$ cat config.mk
export PLATFORM = sky130hd
export DESIGN_NAME = ptom_timer
export DESIGN_NICKNAME = d
export VERILOG_FILES = /design/src/pkg/ptom_pkg.sv /design/src/hdl/ptom_sync.sv /design/src/hdl/ptom_timer.sv
export VERILOG_INCLUDE_DIRS = /design/src /design/src/pkg
export SDC_FILE = /design/constraint.sdc
export NUM_CORES = 1
export LEC_CHECK = 0
export ABC_AREA = 1
export ABC_CLOCK_PERIOD_IN_PS = 1400
export BUFFER_PORTS_ARGS = -buffer_cell sky130_fd_sc_hd__buf_2
export CAP_MARGIN = 10
export CORE_MARGIN = 5
export CORE_UTILIZATION = 49
export CTS_CLUSTER_DIAMETER = 80
export DETAILED_ROUTE_END_ITERATION = 10
export GPL_TIMING_DRIVEN = 0
export HOLD_SLACK_MARGIN = 0.05
export PLACE_DENSITY = 0.77
export SETUP_SLACK_MARGIN = 0.02
export SYNTH_ARGS = -nofsm -noshare
export SYNTH_HDL_FRONTEND = slang
export SYNTH_HIERARCHICAL = 1
export SYNTH_SLANG_ARGS = --single-unit
$ cat constraint.sdc
create_clock -name clk_sys -period 1.4 [get_ports clk_sys]
set_input_delay 0.28 -clock clk_sys [delete_from_list [all_inputs] [get_ports clk_sys]]
set_output_delay 0.28 -clock clk_sys [all_outputs]
set_load 0.01 [all_outputs]
$ cat src/pkg/ptom_defs.svh
`ifndef PTOM_DEFS_SVH
`define PTOM_DEFS_SVH
// Register byte offsets
`define PTOM_OFF_CTRL    12'h000
`define PTOM_OFF_PERIOD  12'h004
`define PTOM_OFF_COUNT   12'h008
`define PTOM_OFF_STATUS  12'h00C
`define PTOM_OFF_MASK    12'h010
// Control fields
`define PTOM_CTRL_RUN    0
`define PTOM_CTRL_LO_LSB 1
`define PTOM_CTRL_HI_LSB 4
`define PTOM_CTRL_PS_LSB 8
`define PTOM_CTRL_FRZ    12
// Status bits
`define PTOM_ST_POST     0
`define PTOM_ST_MATCH    1
// Values
`define PTOM_PERIOD_RST  8'hFF
`define PTOM_HI_ONESHOT  2'h1
`define PTOM_HI_MONO     2'h2
// Lower mode codes
`define PTOM_LO_SW       3'h0
`define PTOM_LO_RISE     3'h1
`define PTOM_LO_FALL     3'h2
`define PTOM_LO_ANY      3'h3
`define PTOM_LO_RISE_RST 3'h4
`define PTOM_LO_FALL_RST 3'h5
`define PTOM_LO_LVL_HIGH 3'h6
`define PTOM_LO_LVL_LOW  3'h7
`define PTOM_SYNC_STAGES 2
`endif

$ cat src/pkg/ptom_pkg.sv
package ptom_pkg;
	typedef struct packed {
		logic       freeze;
		logic [3:0] postscale_select;
		logic [1:0] mode_hi;
		logic [2:0] mode_lo;
		logic       run;
	} ptom_ctrl_s;
	typedef enum logic [1:0] {
		PTOM_IDLE,
		PTOM_ARMED,
		PTOM_COUNT
	} ptom_state_e;
endpackage : ptom_pkg

$ cat src/hdl/ptom_sync.sv
`timescale 1ns/1ps
`include "ptom_defs.svh"
module ptom_sync (
	// Clock and reset
	input  wire logic clk_sys,
	input  wire logic rstn,
	// Level in and out
	input  wire logic d_in,
	output logic      d_out
);
	logic [`PTOM_SYNC_STAGES-1:0] stage_reg;
	always_ff @(posedge clk_sys or negedge rstn) begin
		if (!rstn)
			stage_reg <= '0;
		else
			stage_reg <= {stage_reg[`PTOM_SYNC_STAGES-2:0], d_in};
	end
	assign d_out = stage_reg[`PTOM_SYNC_STAGES-1];
endmodule : ptom_sync

$ cat src/hdl/ptom_timer.sv
// What this block does
// RL1: Upper 01 lower 000: count starts as soon as run is set.
// RL2: One-shot: clock after match clears run, count held at zero.
// RL3: Codes 001/010/011 start on rising, falling or any source edge.
// RL4: Edge modes need a fresh edge after run set; levels ignored.
// RL5: Codes 100/101 start on an edge; in one-shot the same edge later resets count.
// RL6: Code 110 rising start, low resets; 111 falling start, high resets.
// RL7: Monostable edge start; after match count holds zero, run stays.
// RL8: Monostable 110 counts while source high, else held at zero; 111 inverse.
// RL9: Interrupt when postscaler count equals the 1:1..1:16 ratio.
// RL10: Interrupt forwarded only when enable mask bit is set.
// RL11: Flag is sticky, set within two cycles, cleared by software.
// RL12: Run bit and reset source pass a two-stage synchroniser.
// RL13: Count increments each tick; cleared on tick after match.
// RL14: Source keeps six ticks between edges, three for levels.
// RL15: Source triggers ignored while debug freeze is active.
// RL16: Reserved mode encodings are undefined; software avoids them.
`timescale 1ns/1ps
`include "ptom_defs.svh"
module ptom_timer (
	// Clock and reset
	input  wire logic        clk_sys,
	input  wire logic        rstn,
	// APB slave
	input  wire logic        psel,
	input  wire logic        penable,
	input  wire logic        pwrite,
	input  wire logic [11:0] paddr,
	input  wire logic [31:0] pwdata,
	output logic      [31:0] prdata,
	output logic             pready,
	output logic             pslverr,
	// Timer
	input  wire logic        timer_clock,
	input  wire logic        ext_reset_source,
	output logic             postscaled_pulse,
	output logic             irq
);
	ptom_pkg::ptom_ctrl_s   ctrl_reg;
	ptom_pkg::ptom_state_e  state_reg;
	ptom_pkg::ptom_state_e  state_next;
	logic [7:0]  period_value_reg;
	logic [7:0]  count_value_reg;
	logic [7:0]  count_next;
	logic [3:0]  post_cnt_reg;
	logic [1:0]  status_reg;
	logic [1:0]  periph_irq_enable_reg;
	logic        ers_prev_reg;
	logic        pulse_reg;
	logic        match_reg;
	logic        ers_s;
	logic        run_s;
	////////////////////////////////////////////////////////////////////////
	// Synchronisers
	ptom_sync u_sync_ers ( // RL12
		.clk_sys (clk_sys),
		.rstn    (rstn),
		.d_in    (ext_reset_source),
		.d_out   (ers_s)
	);
	ptom_sync u_sync_run ( // RL12
		.clk_sys (clk_sys),
		.rstn    (rstn),
		.d_in    (ctrl_reg.run),
		.d_out   (run_s)
	);
	////////////////////////////////////////////////////////////////////////
	// APB decode
	function automatic logic hit(input logic [11:0] a, input logic [11:0] o);
		hit = (a == o);
	endfunction : hit
	// Control word as software sees it; the struct packs it tighter
	function automatic logic [31:0] ctrl_word(input ptom_pkg::ptom_ctrl_s c);
		ctrl_word                         = 32'h0;
		ctrl_word[`PTOM_CTRL_RUN]         = c.run;
		ctrl_word[`PTOM_CTRL_LO_LSB +: 3] = c.mode_lo;
		ctrl_word[`PTOM_CTRL_HI_LSB +: 2] = c.mode_hi;
		ctrl_word[`PTOM_CTRL_PS_LSB +: 4] = c.postscale_select;
		ctrl_word[`PTOM_CTRL_FRZ]         = c.freeze;
	endfunction : ctrl_word
	function automatic ptom_pkg::ptom_ctrl_s ctrl_field(input logic [31:0] w);
		ctrl_field.run              = w[`PTOM_CTRL_RUN];
		ctrl_field.mode_lo          = w[`PTOM_CTRL_LO_LSB +: 3];
		ctrl_field.mode_hi          = w[`PTOM_CTRL_HI_LSB +: 2];
		ctrl_field.postscale_select = w[`PTOM_CTRL_PS_LSB +: 4];
		ctrl_field.freeze           = w[`PTOM_CTRL_FRZ];
	endfunction : ctrl_field
	// Lower-code groups, asked by several decoders below
	function automatic logic code_rise(input logic [2:0] c);
		case (c)
			`PTOM_LO_RISE, `PTOM_LO_RISE_RST, `PTOM_LO_LVL_HIGH: begin
				code_rise = 1'b1;
			end
			default: begin
				code_rise = 1'b0;
			end
		endcase
	endfunction : code_rise
	function automatic logic code_fall(input logic [2:0] c);
		case (c)
			`PTOM_LO_FALL, `PTOM_LO_FALL_RST, `PTOM_LO_LVL_LOW: begin
				code_fall = 1'b1;
			end
			default: begin
				code_fall = 1'b0;
			end
		endcase
	endfunction : code_fall
	function automatic logic code_level(input logic [2:0] c);
		case (c)
			`PTOM_LO_LVL_HIGH, `PTOM_LO_LVL_LOW: begin
				code_level = 1'b1;
			end
			default: begin
				code_level = 1'b0;
			end
		endcase
	endfunction : code_level
	wire acc      = psel && penable;
	wire wr       = acc && pwrite;
	wire wr_ctrl  = wr && hit(paddr, `PTOM_OFF_CTRL);
	wire wr_per   = wr && hit(paddr, `PTOM_OFF_PERIOD);
	wire wr_cnt   = wr && hit(paddr, `PTOM_OFF_COUNT);
	wire wr_stat  = wr && hit(paddr, `PTOM_OFF_STATUS);
	wire wr_mask  = wr && hit(paddr, `PTOM_OFF_MASK);
	wire mapped   = hit(paddr, `PTOM_OFF_CTRL) || hit(paddr, `PTOM_OFF_PERIOD)
		|| hit(paddr, `PTOM_OFF_COUNT) || hit(paddr, `PTOM_OFF_STATUS)
		|| hit(paddr, `PTOM_OFF_MASK);
	assign pready  = 1'b1;
	assign pslverr = acc && !mapped;
	wire [31:0] rd_mux =
		hit(paddr, `PTOM_OFF_CTRL)   ? ctrl_word(ctrl_reg) :
		hit(paddr, `PTOM_OFF_PERIOD) ? {24'h0, period_value_reg} :
		hit(paddr, `PTOM_OFF_COUNT)  ? {24'h0, count_value_reg} :
		hit(paddr, `PTOM_OFF_STATUS) ? {30'h0, status_reg} :
		hit(paddr, `PTOM_OFF_MASK)   ? {30'h0, periph_irq_enable_reg} :
		32'h0;
	always_ff @(posedge clk_sys or negedge rstn) begin
		if (!rstn)
			prdata <= 32'h0;
		else if (psel && !penable && !pwrite)
			prdata <= rd_mux;
	end
	////////////////////////////////////////////////////////////////////////
	// Tick and trigger decode
	logic tclk_prev_reg;
	// Timer clock must stay below half of clk_sys or ticks are lost
	wire tick     = timer_clock && !tclk_prev_reg;                      // RL13
	wire [1:0] hi = ctrl_reg.mode_hi;
	wire [2:0] lo = ctrl_reg.mode_lo;
	wire oneshot  = (hi == `PTOM_HI_ONESHOT);
	wire mono     = (hi == `PTOM_HI_MONO);
	// Freeze holds the last level, so no edge can show meanwhile
	wire ers_eff  = ctrl_reg.freeze ? ers_prev_reg : ers_s;             // RL15
	wire rise     = ers_eff && !ers_prev_reg;
	wire fall     = !ers_eff && ers_prev_reg;
	wire any_code = (lo == `PTOM_LO_ANY);
	// Software start needs no edge at all
	wire start_ev = (code_rise(lo) && rise)                      // RL3 RL5 RL6
		|| (code_fall(lo) && fall)                               // RL3 RL5 RL6
		|| (any_code && (rise || fall));                                // RL3
	wire edge_rst = oneshot && ((lo == `PTOM_LO_RISE_RST && rise)
		|| (lo == `PTOM_LO_FALL_RST && fall));                          // RL5
	// Level codes: high level is the go level for code 110, low for 111
	wire hi_code  = (lo == `PTOM_LO_LVL_HIGH);
	wire lvl_go   = hi_code ? ers_eff : !ers_eff;
	wire lvl_rst  = oneshot && code_level(lo) && !lvl_go;               // RL6
	wire mono_lvl = mono && code_level(lo);
	wire mono_go  = lvl_go;                                             // RL8
	wire match    = (count_value_reg == period_value_reg);
	wire ps_hit   = (post_cnt_reg == ctrl_reg.postscale_select);          // RL9
	////////////////////////////////////////////////////////////////////////
	// Sequencer
	always_comb begin
		state_next = state_reg;
		count_next = count_value_reg;
		case (state_reg)
			ptom_pkg::PTOM_IDLE: begin
				// A run bit that hardware just cleared is still in the sync
				if (run_s && ctrl_reg.run)
					state_next = (lo == `PTOM_LO_SW || mono_lvl) ?
						ptom_pkg::PTOM_COUNT : ptom_pkg::PTOM_ARMED;     // RL1 RL4
			end
			ptom_pkg::PTOM_ARMED: begin
				if (start_ev)
					state_next = ptom_pkg::PTOM_COUNT;                   // RL3 RL7
			end
			ptom_pkg::PTOM_COUNT: begin
				if (mono_lvl && !mono_go)
					count_next = 8'h00;                                   // RL8
				else if (edge_rst || lvl_rst)
					count_next = 8'h00;                                   // RL5 RL6
				else if (tick && match) begin
					count_next = 8'h00;                                   // RL13
					if (!mono_lvl)
						state_next = oneshot ?
							ptom_pkg::PTOM_IDLE : ptom_pkg::PTOM_ARMED;  // RL2 RL7
				end else if (tick)
					count_next = count_value_reg + 8'h01;                 // RL13
			end
			default: state_next = ptom_pkg::PTOM_IDLE;
		endcase
		if (!run_s || !(oneshot || mono)) begin
			state_next = ptom_pkg::PTOM_IDLE;                             // RL2
			if (state_reg != ptom_pkg::PTOM_IDLE)
				count_next = 8'h00;
		end
		if (wr_cnt)
			count_next = pwdata[7:0];
	end
	wire ended    = oneshot && state_reg == ptom_pkg::PTOM_COUNT
		&& state_next == ptom_pkg::PTOM_IDLE && run_s;
	wire per_ev   = (state_reg == ptom_pkg::PTOM_COUNT) && tick && match;
	wire ps_clr   = wr_cnt || wr_ctrl || edge_rst || lvl_rst;
	////////////////////////////////////////////////////////////////////////
	// Registers
	always_ff @(posedge clk_sys or negedge rstn) begin
		if (!rstn) begin
			ctrl_reg         <= '0;
			period_value_reg <= `PTOM_PERIOD_RST;
			count_value_reg  <= 8'h00;
			state_reg        <= ptom_pkg::PTOM_IDLE;
			tclk_prev_reg    <= 1'b0;
			ers_prev_reg     <= 1'b0;
		end else begin
			tclk_prev_reg   <= timer_clock;
			ers_prev_reg    <= ers_eff;
			state_reg       <= state_next;
			count_value_reg <= count_next;
			if (wr_ctrl)
				ctrl_reg <= ctrl_field(pwdata);
			else if (ended)
				ctrl_reg.run <= 1'b0;                                     // RL2
			if (wr_per)
				period_value_reg <= pwdata[7:0];
		end
	end
	always_ff @(posedge clk_sys or negedge rstn) begin
		if (!rstn) begin
			post_cnt_reg <= 4'h0;
			pulse_reg    <= 1'b0;
			match_reg    <= 1'b0;
		end else begin
			pulse_reg <= 1'b0;
			match_reg <= per_ev;
			if (ps_clr)
				post_cnt_reg <= 4'h0;
			else if (per_ev) begin
				if (ps_hit) begin
					post_cnt_reg <= 4'h0;
					pulse_reg    <= 1'b1;                                 // RL9
				end else
					post_cnt_reg <= post_cnt_reg + 4'h1;
			end
		end
	end
	////////////////////////////////////////////////////////////////////////
	// Interrupt status, set wins over clear
	wire [1:0] ev = {match_reg, pulse_reg};
	always_ff @(posedge clk_sys or negedge rstn) begin
		if (!rstn) begin
			status_reg            <= 2'h0;
			periph_irq_enable_reg <= 2'h0;
		end else begin
			status_reg <= (status_reg & ~(wr_stat ? pwdata[1:0] : 2'h0))
				| ev;                                                     // RL11
			if (wr_mask)
				periph_irq_enable_reg <= pwdata[1:0];
		end
	end
	assign postscaled_pulse = pulse_reg;
	assign irq = |(status_reg & periph_irq_enable_reg);                   // RL10
endmodule : ptom_timer

==> out/summary.txt, run 1 <==
Fillers -> 564
Die Height -> 96.10 µm
First-pass DRT Iterations -> 6
Synth Cell Area -> 3632 µm²
Global route hottest layer -> met2
Clk_lat worst skew -> 0.36 ns
Hold WS -> 0.1364 ns
Top-count cell post-synth -> nand2_1
Global Route met1 Usage -> 28.65%
Drt wl/cell -> 15.39 µm
DRC violations left -> 0
Port Buf Inserts -> 47
Post-synthesis sequential area ratio -> 40.23%
Cell taking the most area after synthesis -> dfrtp_1
Total Wirelength -> 10.70 mm
Placer Congestion -> 0.9514
DR vias -> 3636
Die span in x -> 96.10 µm
Area Overhead vs Synth -> 36.34%
Die area -> 9234 µm²
Max reg flops -> 13
IO Count -> 87
Sequential cell area -> 1461 µm²
Initial Util -> 50.08%
Power per cell area -> 762.7 nW/µm²
DPL Wire Length -> 7.041 mm
Crit path capture type -> flip-flop
CP Class -> reg2reg
YS warnings -> 6
Num rows -> 31
Ant diodes -> 0
Final Core Density -> 68.28%
Max incr delay on CP -> 0.46 ns
Top post-synthesis cells by area -> dfrtp_1 (34%), nand2_1 (14%), dfstp_2 (5.8%)
Hold path depth -> 3
Vias in the first global route -> 3537
Leakage -> 2.481 nW
Failing checks -> setup timing
HP Class -> in2reg
CTS tree -> built
Worst Path Max Fanout -> 5
CTS Buffer Depth -> 2
Core area -> 7253 µm²
Share of cells above drive strength 1 -> 40.60%
Clock-pin slew on the worst setup and hold paths -> 0.07 ns
TritonCTS Buffers -> 9
Slowest stage cell, crit path -> dfrtp_1
Final min period -> 1.749 ns
Post-synth cell types -> 43
Final ANT Viol Nets -> 0
Slew Limit Fails -> 0
Commonest cells in the netlist -> nand2_1 (131), dfrtp_1 (50), inv_1 (41)
Reg2Reg Depth -> 7
Critical path arrival -> 1.99 ns
Setup slack after layout -> -0.3494 ns
EDFF count, synth -> 0
Largest net degree at the start of global routing -> 40
R2r setup slk -> -0.35 ns
Nets -> 648
Mapped Cells -> 478
Worst path top cell family by delay -> simple AND/OR/NAND/NOR gates
Synthesized flop and latch total -> 58
Max Clock Skew -> 0.006652 ns
Unrepaired setup endpoints after global routing -> true
Yosys top cell area share -> 34.45%
CTS H-tree lvls -> 3
Vias per Instance -> 5.232
CP bufs+invs -> 0
Initial antenna violation count -> 0
VDD IR max -> 562.3 µV
Fmax -> 0.5716 GHz
Initial drt markers -> 272
Status -> finished with violations
FFs w/ async S/R, synth -> 100.0%
Max_cap viols -> 0
CP Data Required Time -> 1.64 ns
Nature of the critical path startpoint -> flip-flop
CTS root buf -> clkbuf_8
GRT overflow -> 0
Syn Area/Cell -> 7.599 µm²
Post-synth top flop -> dfrtp_1
Met3 Use GR -> 6.255%
CP Depth -> 7
GR Util All Layers -> 23.35%
Multi-input gate area -> 2079 µm²
Met2 GRT Util -> 38.99%
CP Cell Sequence -> ha_1, nand2_1, nor3_1, nand2_1, or3_1, nand4_1, o21ai_1
Finish-stage setup viols -> 18
First-pass GRT wire length -> 16.30 mm
Sink Count -> 58
Fin. Hold Viols -> 0
Period Utilization, post-route -> 125.0%
Most used cell, CP -> nand2_1
[routing by layer]
metal | routed length, µm | up-vias
met2 | 5306 | 186
li1 | - | 1715
met5 | 0 | -
met1 | 4196 | 1684
met4 | 321 | 0
met3 | 873 | 51
[worst paths after layout]
kind                                               from                       to
worst max register to register       count_value_reg[0]       count_value_reg[6]
worst max-delay path                 count_value_reg[0]       count_value_reg[6]
worst min register to register  u_sync_ers/stage_reg[0]  u_sync_ers/stage_reg[1]
min in group asynchronous                          rstn                prdata[7]
worst min-delay path                         pwdata[10]              ctrl_reg[8]
max in group asynchronous                          rstn      period_value_reg[3]
[cells by family (layout without fill, tap and decap cells)]
group,count (synthesis),after routing,share of synthesized area (%)
simple gates,240,240,32.14
xor+xnor,12,12,2.894
buf+inv,93,193,12.33
flops,58,58,40.23
fa+ha+maj,6,6,2.067
other cells,2,20,0.2068
compound gates,66,66,9.852
mux,1,1,0.2756
[worst reg2reg max path: stages, from the launching register on]
cell	delay (ns)
dfrtp_1	0.46
ha_1	0.20
nand2_1	0.08
nor3_1	0.20
nand2_1	0.16
or3_1	0.34
nand4_1	0.13
o21ai_1	0.08
[through the flow]
stage | power [W] | cell area, µm² | TNS, ns | setup slack (ns) | instances
2_1_floorplan | 0.001854 | 3719 | -0.8900 | -0.1226 | 496
3_3_place_gp | 0.001960 | 4078 | -11.06 | -0.4059 | 642
3_5_place_dp | 0.001972 | 4098 | -11.18 | -0.4317 | 643
4_1_cts | 0.003761 | 4698 | -4.740 | -0.3256 | 686
5_1_grt | 0.003912 | 4952 | -6.358 | -0.4161 | 695
6_report | 0.003777 | 4952 | -4.784 | -0.3494 | 695
[area by class of cell]
| cell class | instances | area share (%) |
|---|---|---|
| flip-flops and latches | 58 | 29.51 |
| inverters | 65 | 5.382 |
| clock buffers | 11 | 2.855 |
| multi-input cells | 345 | 41.99 |
| well taps | 99 | 2.501 |
| plain buffers | 28 | 4.396 |
| repair buffers | 84 | 11.80 |
| clock inverters | 5 | 1.566 |
[power breakdown]
part           switching [W]  total [W]  internal, W
Sequential        0.00000520    0.00169      0.00168
Combinational       0.000183   0.000313     0.000130
Clock               0.000730    0.00177      0.00104
[repair_timing]
action,CTS,global route
pin swaps,24,36
gates resized for setup,45,54
endpoints found under the hold margin,17,0
buffers inserted,24,10
setup endpoints to repair,19,37
hold buffers,3,0
[cells in the final DEF, fill, tap and decap left out, types with 5 or more instances in the layout]
cell,n
nand4_1,6
o21ai_0,13
xor2_1,6
inv_1,33
buf_6,11
nor2_4,12
a21oi_1,11
dfrtp_1,50
nand2_1,111
o21ai_1,24
inv_2,26
buf_2,42
nand2_2,19
nor2_1,26
buf_4,52
dfstp_2,8
nor3_1,6
nor2_2,5
nand3_2,12
clkbuf_8,10
o21ai_2,7
nand3_1,22
conb_1,20
No activity file was read; power rests on OpenSTA's default activity.
==> run 2, diff against run 1 <==
--- a/config.mk
+++ b/config.mk
@@ -10,13 +10,15 @@
 export ABC_CLOCK_PERIOD_IN_PS = 1400
 export BUFFER_PORTS_ARGS = -buffer_cell sky130_fd_sc_hd__buf_2
 export CAP_MARGIN = 10
+export CELL_PAD_IN_SITES_DETAIL_PLACEMENT = 1
+export CELL_PAD_IN_SITES_GLOBAL_PLACEMENT = 1
 export CORE_MARGIN = 5
-export CORE_UTILIZATION = 49
+export CORE_UTILIZATION = 35
 export CTS_CLUSTER_DIAMETER = 80
 export DETAILED_ROUTE_END_ITERATION = 10
 export GPL_TIMING_DRIVEN = 0
 export HOLD_SLACK_MARGIN = 0.05
-export PLACE_DENSITY = 0.77
+export PLACE_DENSITY_LB_ADDON = 0.1
 export SETUP_SLACK_MARGIN = 0.02
 export SYNTH_ARGS = -nofsm -noshare
 export SYNTH_HDL_FRONTEND = slang
==> run 2 against run 1 <==
The run still ends with setup timing left. Final cell count grew 6.2%. Register-to-register slack lost 0.06 ns. Fmax shrank 3.1%. Clock power shrank 8%. Die area grew 36%. Via count shrank 3.5%. Critical path type unchanged.
==> out/summary.txt, run 2 (synthesis gave the netlist of run 1 again) <==
Final min period -> 1.806 ns
CP Class -> reg2reg
Setup WS pre-CTS -> -0.4662 ns
Period Utilization, post-route -> 129.0%
Critical path arrival -> 2.08 ns
Initial antenna violation count -> 0
Most frequent cells in the layout -> nand2_1 (109), buf_4 (55), dfrtp_1 (50)
IO Count -> 87
DRC violations left -> 0
HP Class -> in2reg
Reg2Reg Depth -> 14
TritonCTS Buffers -> 9
Fmax -> 0.5536 GHz
Status -> finished with violations
Core area -> 10230 µm²
Vias in the first global route -> 3794
Initial drt markers -> 142
Slew Limit Fails -> 0
Initial Util -> 35.50%
First-pass DRT Iterations -> 4
R2r setup slk -> -0.41 ns
Ant diodes -> 0
Max_cap viols -> 0
Worst slew pin tran -> 0.6079 ns
Setup TNS Final -> -5.482 ns
Clock-pin slew on the worst setup and hold paths -> 0.09 ns
Die Height -> 111.9 µm
Die span in x -> 111.9 µm
Nets -> 654
Power per cell area -> 711.1 nW/µm²
Commonest non-fill, non-tap cell in the layout -> nand2_1
Worst Path Max Fanout -> 6
Max Clock Skew -> 0.01925 ns
Fillers -> 1288
Failing checks -> setup timing
Critical path origin -> ctrl_reg[10]
Num rows -> 37
Finish-stage setup viols -> 18
Worst slew margin -> 59.47%
Fin. Hold Viols -> 0
FF-to-FF End -> post_cnt_reg[0]
Placer Congestion -> 0.8151
Die area -> 12510 µm²
Clk_lat worst skew -> 0.35 ns
Share of cells above drive strength 1 -> 41.69%
VDD IR max -> 339.5 µV
Leakage -> 2.532 nW
GRT overflow -> 0
Tot Pwr -> 0.003651 W
Unrepaired setup endpoints after global routing -> true
Vias per Instance -> 4.755
Max reg flops -> 13
CP Data Required Time -> 1.68 ns
Total Wirelength -> 11.72 mm
GR Util All Layers -> 18.62%
CTS H-tree lvls -> 3
First-pass GRT wire length -> 18.86 mm
R2R Path Start -> ctrl_reg[10]
Nature of the critical path startpoint -> flip-flop
Setup slack after layout -> -0.4063 ns
Crit path capture type -> flip-flop
DPL Wire Length -> 8.585 mm
Port Buf Inserts -> 47
Area Overhead vs Synth -> 41.37%
CTS tree -> built
Final ANT Viol Nets -> 0
DR vias -> 3509
Setup crit end -> post_cnt_reg[0]
Largest net degree at the start of global routing -> 36
Drt wl/cell -> 15.88 µm
Sink Count -> 58
CTS root buf -> clkbuf_8
CTS Buffer Depth -> 2
## run 2: changes by cell type in the layout (fill, tap and decap cells not counted), sizes merged
cell,delta
clkbuf,-1
bufinv,-1
clkinvlp,+3
buf,+5
clkinv,-1
inv,+1
## run 2: worst max-delay path: stages (launching register included)
cell and delay, ns:
dfrtp_1 0.43, inv_2 0.09, nand2_2 0.11, nand2_4 0.07, ha_4 0.16, nand3_2 0.07, nand2_2 0.05, nand3_2 0.07
nand2_4 0.06, clkinv_4 0.07, buf_12 0.10, nand3_4 0.08, nor2_4 0.18, inv_1 0.06, mux2i_1 0.15
## run 2: how the worst min path moves through the flow
stage                              end  slack [ns]               startpoint  depth (start not counted)
6_report                   ctrl_reg[9]        0.14               pwdata[11]                          3
2_1_floorplan       count_value_reg[0]       -0.02                     rstn                          0
3_5_place_dp           post_cnt_reg[0]        0.32                     rstn                          1
3_3_place_gp   u_sync_run/stage_reg[1]        0.34  u_sync_run/stage_reg[0]                          0
5_1_grt                    ctrl_reg[6]        0.14                pwdata[8]                          3
4_1_cts                    ctrl_reg[9]        0.13               pwdata[11]                          3
## run 2: layout make-up
class / count / area, µm² / share of cell area [%]
well taps: 136 / 170.2 / 3.314
clock buffers: 9 / 123.9 / 2.412
clock inverters: 7 / 77.57 / 1.511
repair buffers: 90 / 671.9 / 13.08
multi-input cells: 345 / 2143 / 41.74
flip-flops and latches: 58 / 1461 / 28.46
inverters: 65 / 269.0 / 5.239
plain buffers: 28 / 217.7 / 4.240
## run 2: power by group
group	internal (W)	total, W	switching [W]
combinational	0.000147	0.000340	0.000192
sequential	0.00168	0.00169	0.00000550
clock	0.000830	0.00162	0.000794
## run 2: timing repair
action | in CTS | in global routing
buffers inserted | 28 | 10
cloned | 0 | 1
setup endpoints to repair | 21 | 34
gates resized for setup | 41 | 79
hold endpoints to repair | 18 | 0
hold buffers | 3 | 0
pin swaps | 19 | 27
## run 2: per-stage QoR
| step | utilization, % | cells | cell area [µm²] | hold WS [ns] |
|---|---|---|---|---|
| floorplan | - | 496 | 3719 | -0.01559 |
| global placement | 40.31 | 679 | 4124 | 0.3352 |
| detailed placement | 40.50 | 680 | 4144 | 0.3218 |
| CTS | 46.24 | 727 | 4731 | 0.1272 |
| global route | 50.19 | 738 | 5135 | 0.1380 |
| finish | 50.19 | 738 | 5135 | 0.1357 |
## run 2: metal layers
| metal | global-route usage (%) | wire length (µm) |
|---|---|---|
| met4 | 3.893 | 89 |
| met5 | 0 | 0 |
| met2 | 32.53 | 6067 |
| met3 | 3.587 | 345 |
| met1 | 23.94 | 5221 |
==> run 3, diff against run 2 <==
--- a/config.mk
+++ b/config.mk
@@ -6,18 +6,18 @@
 export SDC_FILE = /design/constraint.sdc
 export NUM_CORES = 1
 export LEC_CHECK = 0
-export ABC_AREA = 1
 export ABC_CLOCK_PERIOD_IN_PS = 1400
 export BUFFER_PORTS_ARGS = -buffer_cell sky130_fd_sc_hd__buf_2
 export CAP_MARGIN = 10
 export CELL_PAD_IN_SITES_DETAIL_PLACEMENT = 1
 export CELL_PAD_IN_SITES_GLOBAL_PLACEMENT = 1
 export CORE_MARGIN = 5
-export CORE_UTILIZATION = 35
+export CORE_UTILIZATION = 36
 export CTS_CLUSTER_DIAMETER = 80
 export DETAILED_ROUTE_END_ITERATION = 10
 export GPL_TIMING_DRIVEN = 0
 export HOLD_SLACK_MARGIN = 0.05
+export MAX_ROUTING_LAYER = met4
 export PLACE_DENSITY_LB_ADDON = 0.1
 export SETUP_SLACK_MARGIN = 0.02
 export SYNTH_ARGS = -nofsm -noshare
==> run 3 against run 2 <==
The run still ends with setup timing left. Sequential cell count stayed put. Die area decreased by 12%. Register-to-register slack got worse by 0.46 ns. Final cell count is 25% lower. Fmax down 20%. Core utilization up 2.1 points. Sequential share of layout area grew 3.5 points. Global-route usage rose by 0.42 points. Worst setup slack lost 0.46 ns. Non-clock buffer count fell by 7. Hold slack worse by 0.056 ns. Clock skew fell by 0.0085 ns. Critical path type unchanged. Largest power group is now the clock network. Highest routed layer unchanged.
==> out/summary.txt, run 3 <==
Switching share of power -> 23.43%
Die Height -> 105.0 µm
Syn Area/Cell -> 9.821 µm²
Setup crit end -> count_value_reg[2]
Net Sw Power -> 0.0008728 W
Status -> finished with violations
CP Class -> reg2reg
Most frequent cells in the layout -> dfrtp_1 (49), buf_2 (44), buf_4 (40)
Initial antenna violation count -> 0
Fillers -> 988
Post-synth top flop -> dfrtp_1
Total Wirelength -> 9.992 mm
Met3 Use GR -> 4.192%
CTS root buf -> clkbuf_8
DPL Wire Length -> 7.121 mm
Max Clock Skew -> 0.01071 ns
Sink Count -> 58
Final min period -> 2.266 ns
CP Data Required Time -> 1.61 ns
Unrepaired setup endpoints after global routing -> true
Drt wl/cell -> 18.10 µm
Power Internal -> 0.002853 W
EDFF count, synth -> 0
Area Overhead vs Synth -> 40.95%
GR Util All Layers -> 19.04%
Failing checks -> setup timing
Num rows -> 34
Hold WS -> 0.08010 ns
Power per cell area -> 813.1 nW/µm²
Placer Congestion -> 0.8616
Mapped Cells -> 331
Die area -> 11030 µm²
Reg2Reg Depth -> 8
Fin. Hold Viols -> 0
GRT overflow -> 0
Post-synth cell types -> 47
Combinational Power Share -> 8.1%
Clock power share -> 46.6%
Ant diodes -> 0
Slew Limit Fails -> 0
Nets -> 496
Hold path depth -> 1
Vias per Instance -> 5.129
Commonest non-fill, non-tap cell in the layout -> dfrtp_1
Finish-stage setup viols -> 52
Synthesized flop and latch total -> 58
R2r setup slk -> -0.87 ns
DR vias -> 2831
Post-synthesis sequential area ratio -> 44.96%
HP Class -> in2reg
Port Buf Inserts -> 46
Synth Cell Area -> 3251 µm²
Yosys top cell area share -> 38.49%
VDD IR max -> 355.7 µV
TritonCTS Buffers -> 9
Share of cells above drive strength 1 -> 44.14%
Final ANT Viol Nets -> 0
Max reg flops -> 13
Worst Path Max Fanout -> 3
Top-count cell post-synth -> dfrtp_1
R2R Path Start -> ctrl_reg[10]
Met2 GRT Util -> 30.04%
FF-to-FF End -> count_value_reg[2]
Initial drt markers -> 100
Period Utilization, post-route -> 161.9%
First-pass GRT wire length -> 16.41 mm
CTS H-tree lvls -> 3
Cell taking the most area after synthesis -> dfrtp_1
Nature of the critical path startpoint -> flip-flop
Critical path arrival -> 2.48 ns
Leakage -> 2.291 nW
FFs w/ async S/R, synth -> 100.0%
Worst slew margin -> 55.72%
Largest net degree at the start of global routing -> 40
CTS Buffer Depth -> 2
Max_cap viols -> 0
First-pass DRT Iterations -> 4
Sequential cell area -> 1463 µm²
CTS tree -> built
Fmax -> 0.4413 GHz
Global route hottest layer -> met2
Die span in x -> 105.0 µm
Multi-input gate area -> 1943 µm²
DRC violations left -> 0
Vias in the first global route -> 3041
Post-route design area -> 4582 µm²
Core area -> 8763 µm²
Critical path origin -> ctrl_reg[10]
Top post-synthesis cells by area -> dfrtp_1 (38%), mux2_2 (6.9%), dfstp_2 (6.5%)
Clock-pin slew on the worst setup and hold paths -> 0.06 ns
Worst slew pin tran -> 0.6588 ns
Clk_lat worst skew -> 0.34 ns
Global Route met1 Usage -> 24.33%
IO Count -> 87
Initial Util -> 37.09%
Setup slack after layout -> -0.8660 ns
Commonest cells in the netlist -> dfrtp_1 (50), nand2_1 (38), nor2_1 (23)
Placed inst area -> 3836 µm²
Crit path capture type -> flip-flop
YS warnings -> 6
Share of power burned in registers -> 45.3%
[run 3: cell types whose count changed in the layout (fill, tap and decap cells not counted), sizes merged, moves of 20 or more]
cell   change
mux2      +20
o21ai     -24
nand3     -29
inv       -58
nor2      -21
nand2     -96
[run 3: how the worst min path moves through the flow]
stage                                        from                 endpoint  slack, ns
after global placement    u_sync_ers/stage_reg[0]  u_sync_ers/stage_reg[1]       0.34
after CTS                             timer_clock            tclk_prev_reg       0.06
after floorplan                              rstn       count_value_reg[0]      -0.02
after global routing                  timer_clock            tclk_prev_reg       0.07
final                                 timer_clock            tclk_prev_reg       0.08
after detailed placement                     rstn       count_value_reg[6]       0.28
[run 3: cell type report]
| type | count | share of cell area [%] |
|---|---|---|
| sequential | 58 | 31.92 |
| multi-input combinational | 252 | 42.41 |
| clock inverter | 5 | 1.693 |
| timing repair buffer | 80 | 12.70 |
| tap | 108 | 2.949 |
| buffer | 31 | 4.670 |
| inverter | 7 | 0.5735 |
| clock buffer | 11 | 3.086 |
[run 3: kinds of logic after synthesis]
group / share of synthesized area [%]
AO/OA/AOI/OAI: 14.13
XOR/XNOR: 3.503
adder cells (fa/ha/maj): 2.309
buffers and inverters: 6.890
flip-flops: 44.96
multiplexers: 9.700
other: 0.2310
AND/OR/NAND/NOR: 18.28
[run 3: per-stage QoR]
| step | TNS (ns) | setup WS (ns) | total power, W | std cells | util [%] |
|---|---|---|---|---|---|
| 3_5_place_dp | -44.89 | -1.186 | 0.001988 | 504 | 43.78 |
| 4_1_cts | -22.51 | -0.8236 | 0.003768 | 543 | 50.47 |
| 6_report | -23.16 | -0.8660 | 0.003726 | 552 | 52.28 |
| 5_1_grt | -26.60 | -0.9477 | 0.003907 | 552 | 52.28 |
| 3_3_place_gp | -48.46 | -1.177 | 0.001976 | 503 | 43.55 |
| 2_1_floorplan | -25.71 | -0.7568 | 0.001865 | 349 | - |
[run 3: layer usage]
layer	wire, µm	part of all wire [%]
met3	451	4.5
met1	4548	46
met4	130	1.3
met2	4862	49
met5	0	0
[run 3: power by group through the flow]
stage / sequential, W / clock (W) / combinational, W
global placement: 0.00172 / 0 / 0.000257
finish: 0.00169 / 0.00174 / 0.000301
CTS: 0.00169 / 0.00179 / 0.000288
detailed placement: 0.00172 / 0 / 0.000268
floorplan: 0.00172 / 0 / 0.000146
global route: 0.00169 / 0.00188 / 0.000334
[run 3: worst max-delay path: stages (launching register included)]
cell	delay, ns
dfrtp_1	0.38
mux2i_2	0.29
ha_2	0.23
mux2_4	0.15
nor2_2	0.04
or4_4	0.52
nand4_1	0.16
o21ai_1	0.08
a221o_1	0.30
[run 3: repair_timing]
item,in CTS,in global routing
pin swaps,17,12
buffers inserted,22,10
hold buffers,2,0
setup endpoints to repair,54,54
resized for setup,46,30
hold endpoints to repair,16,0
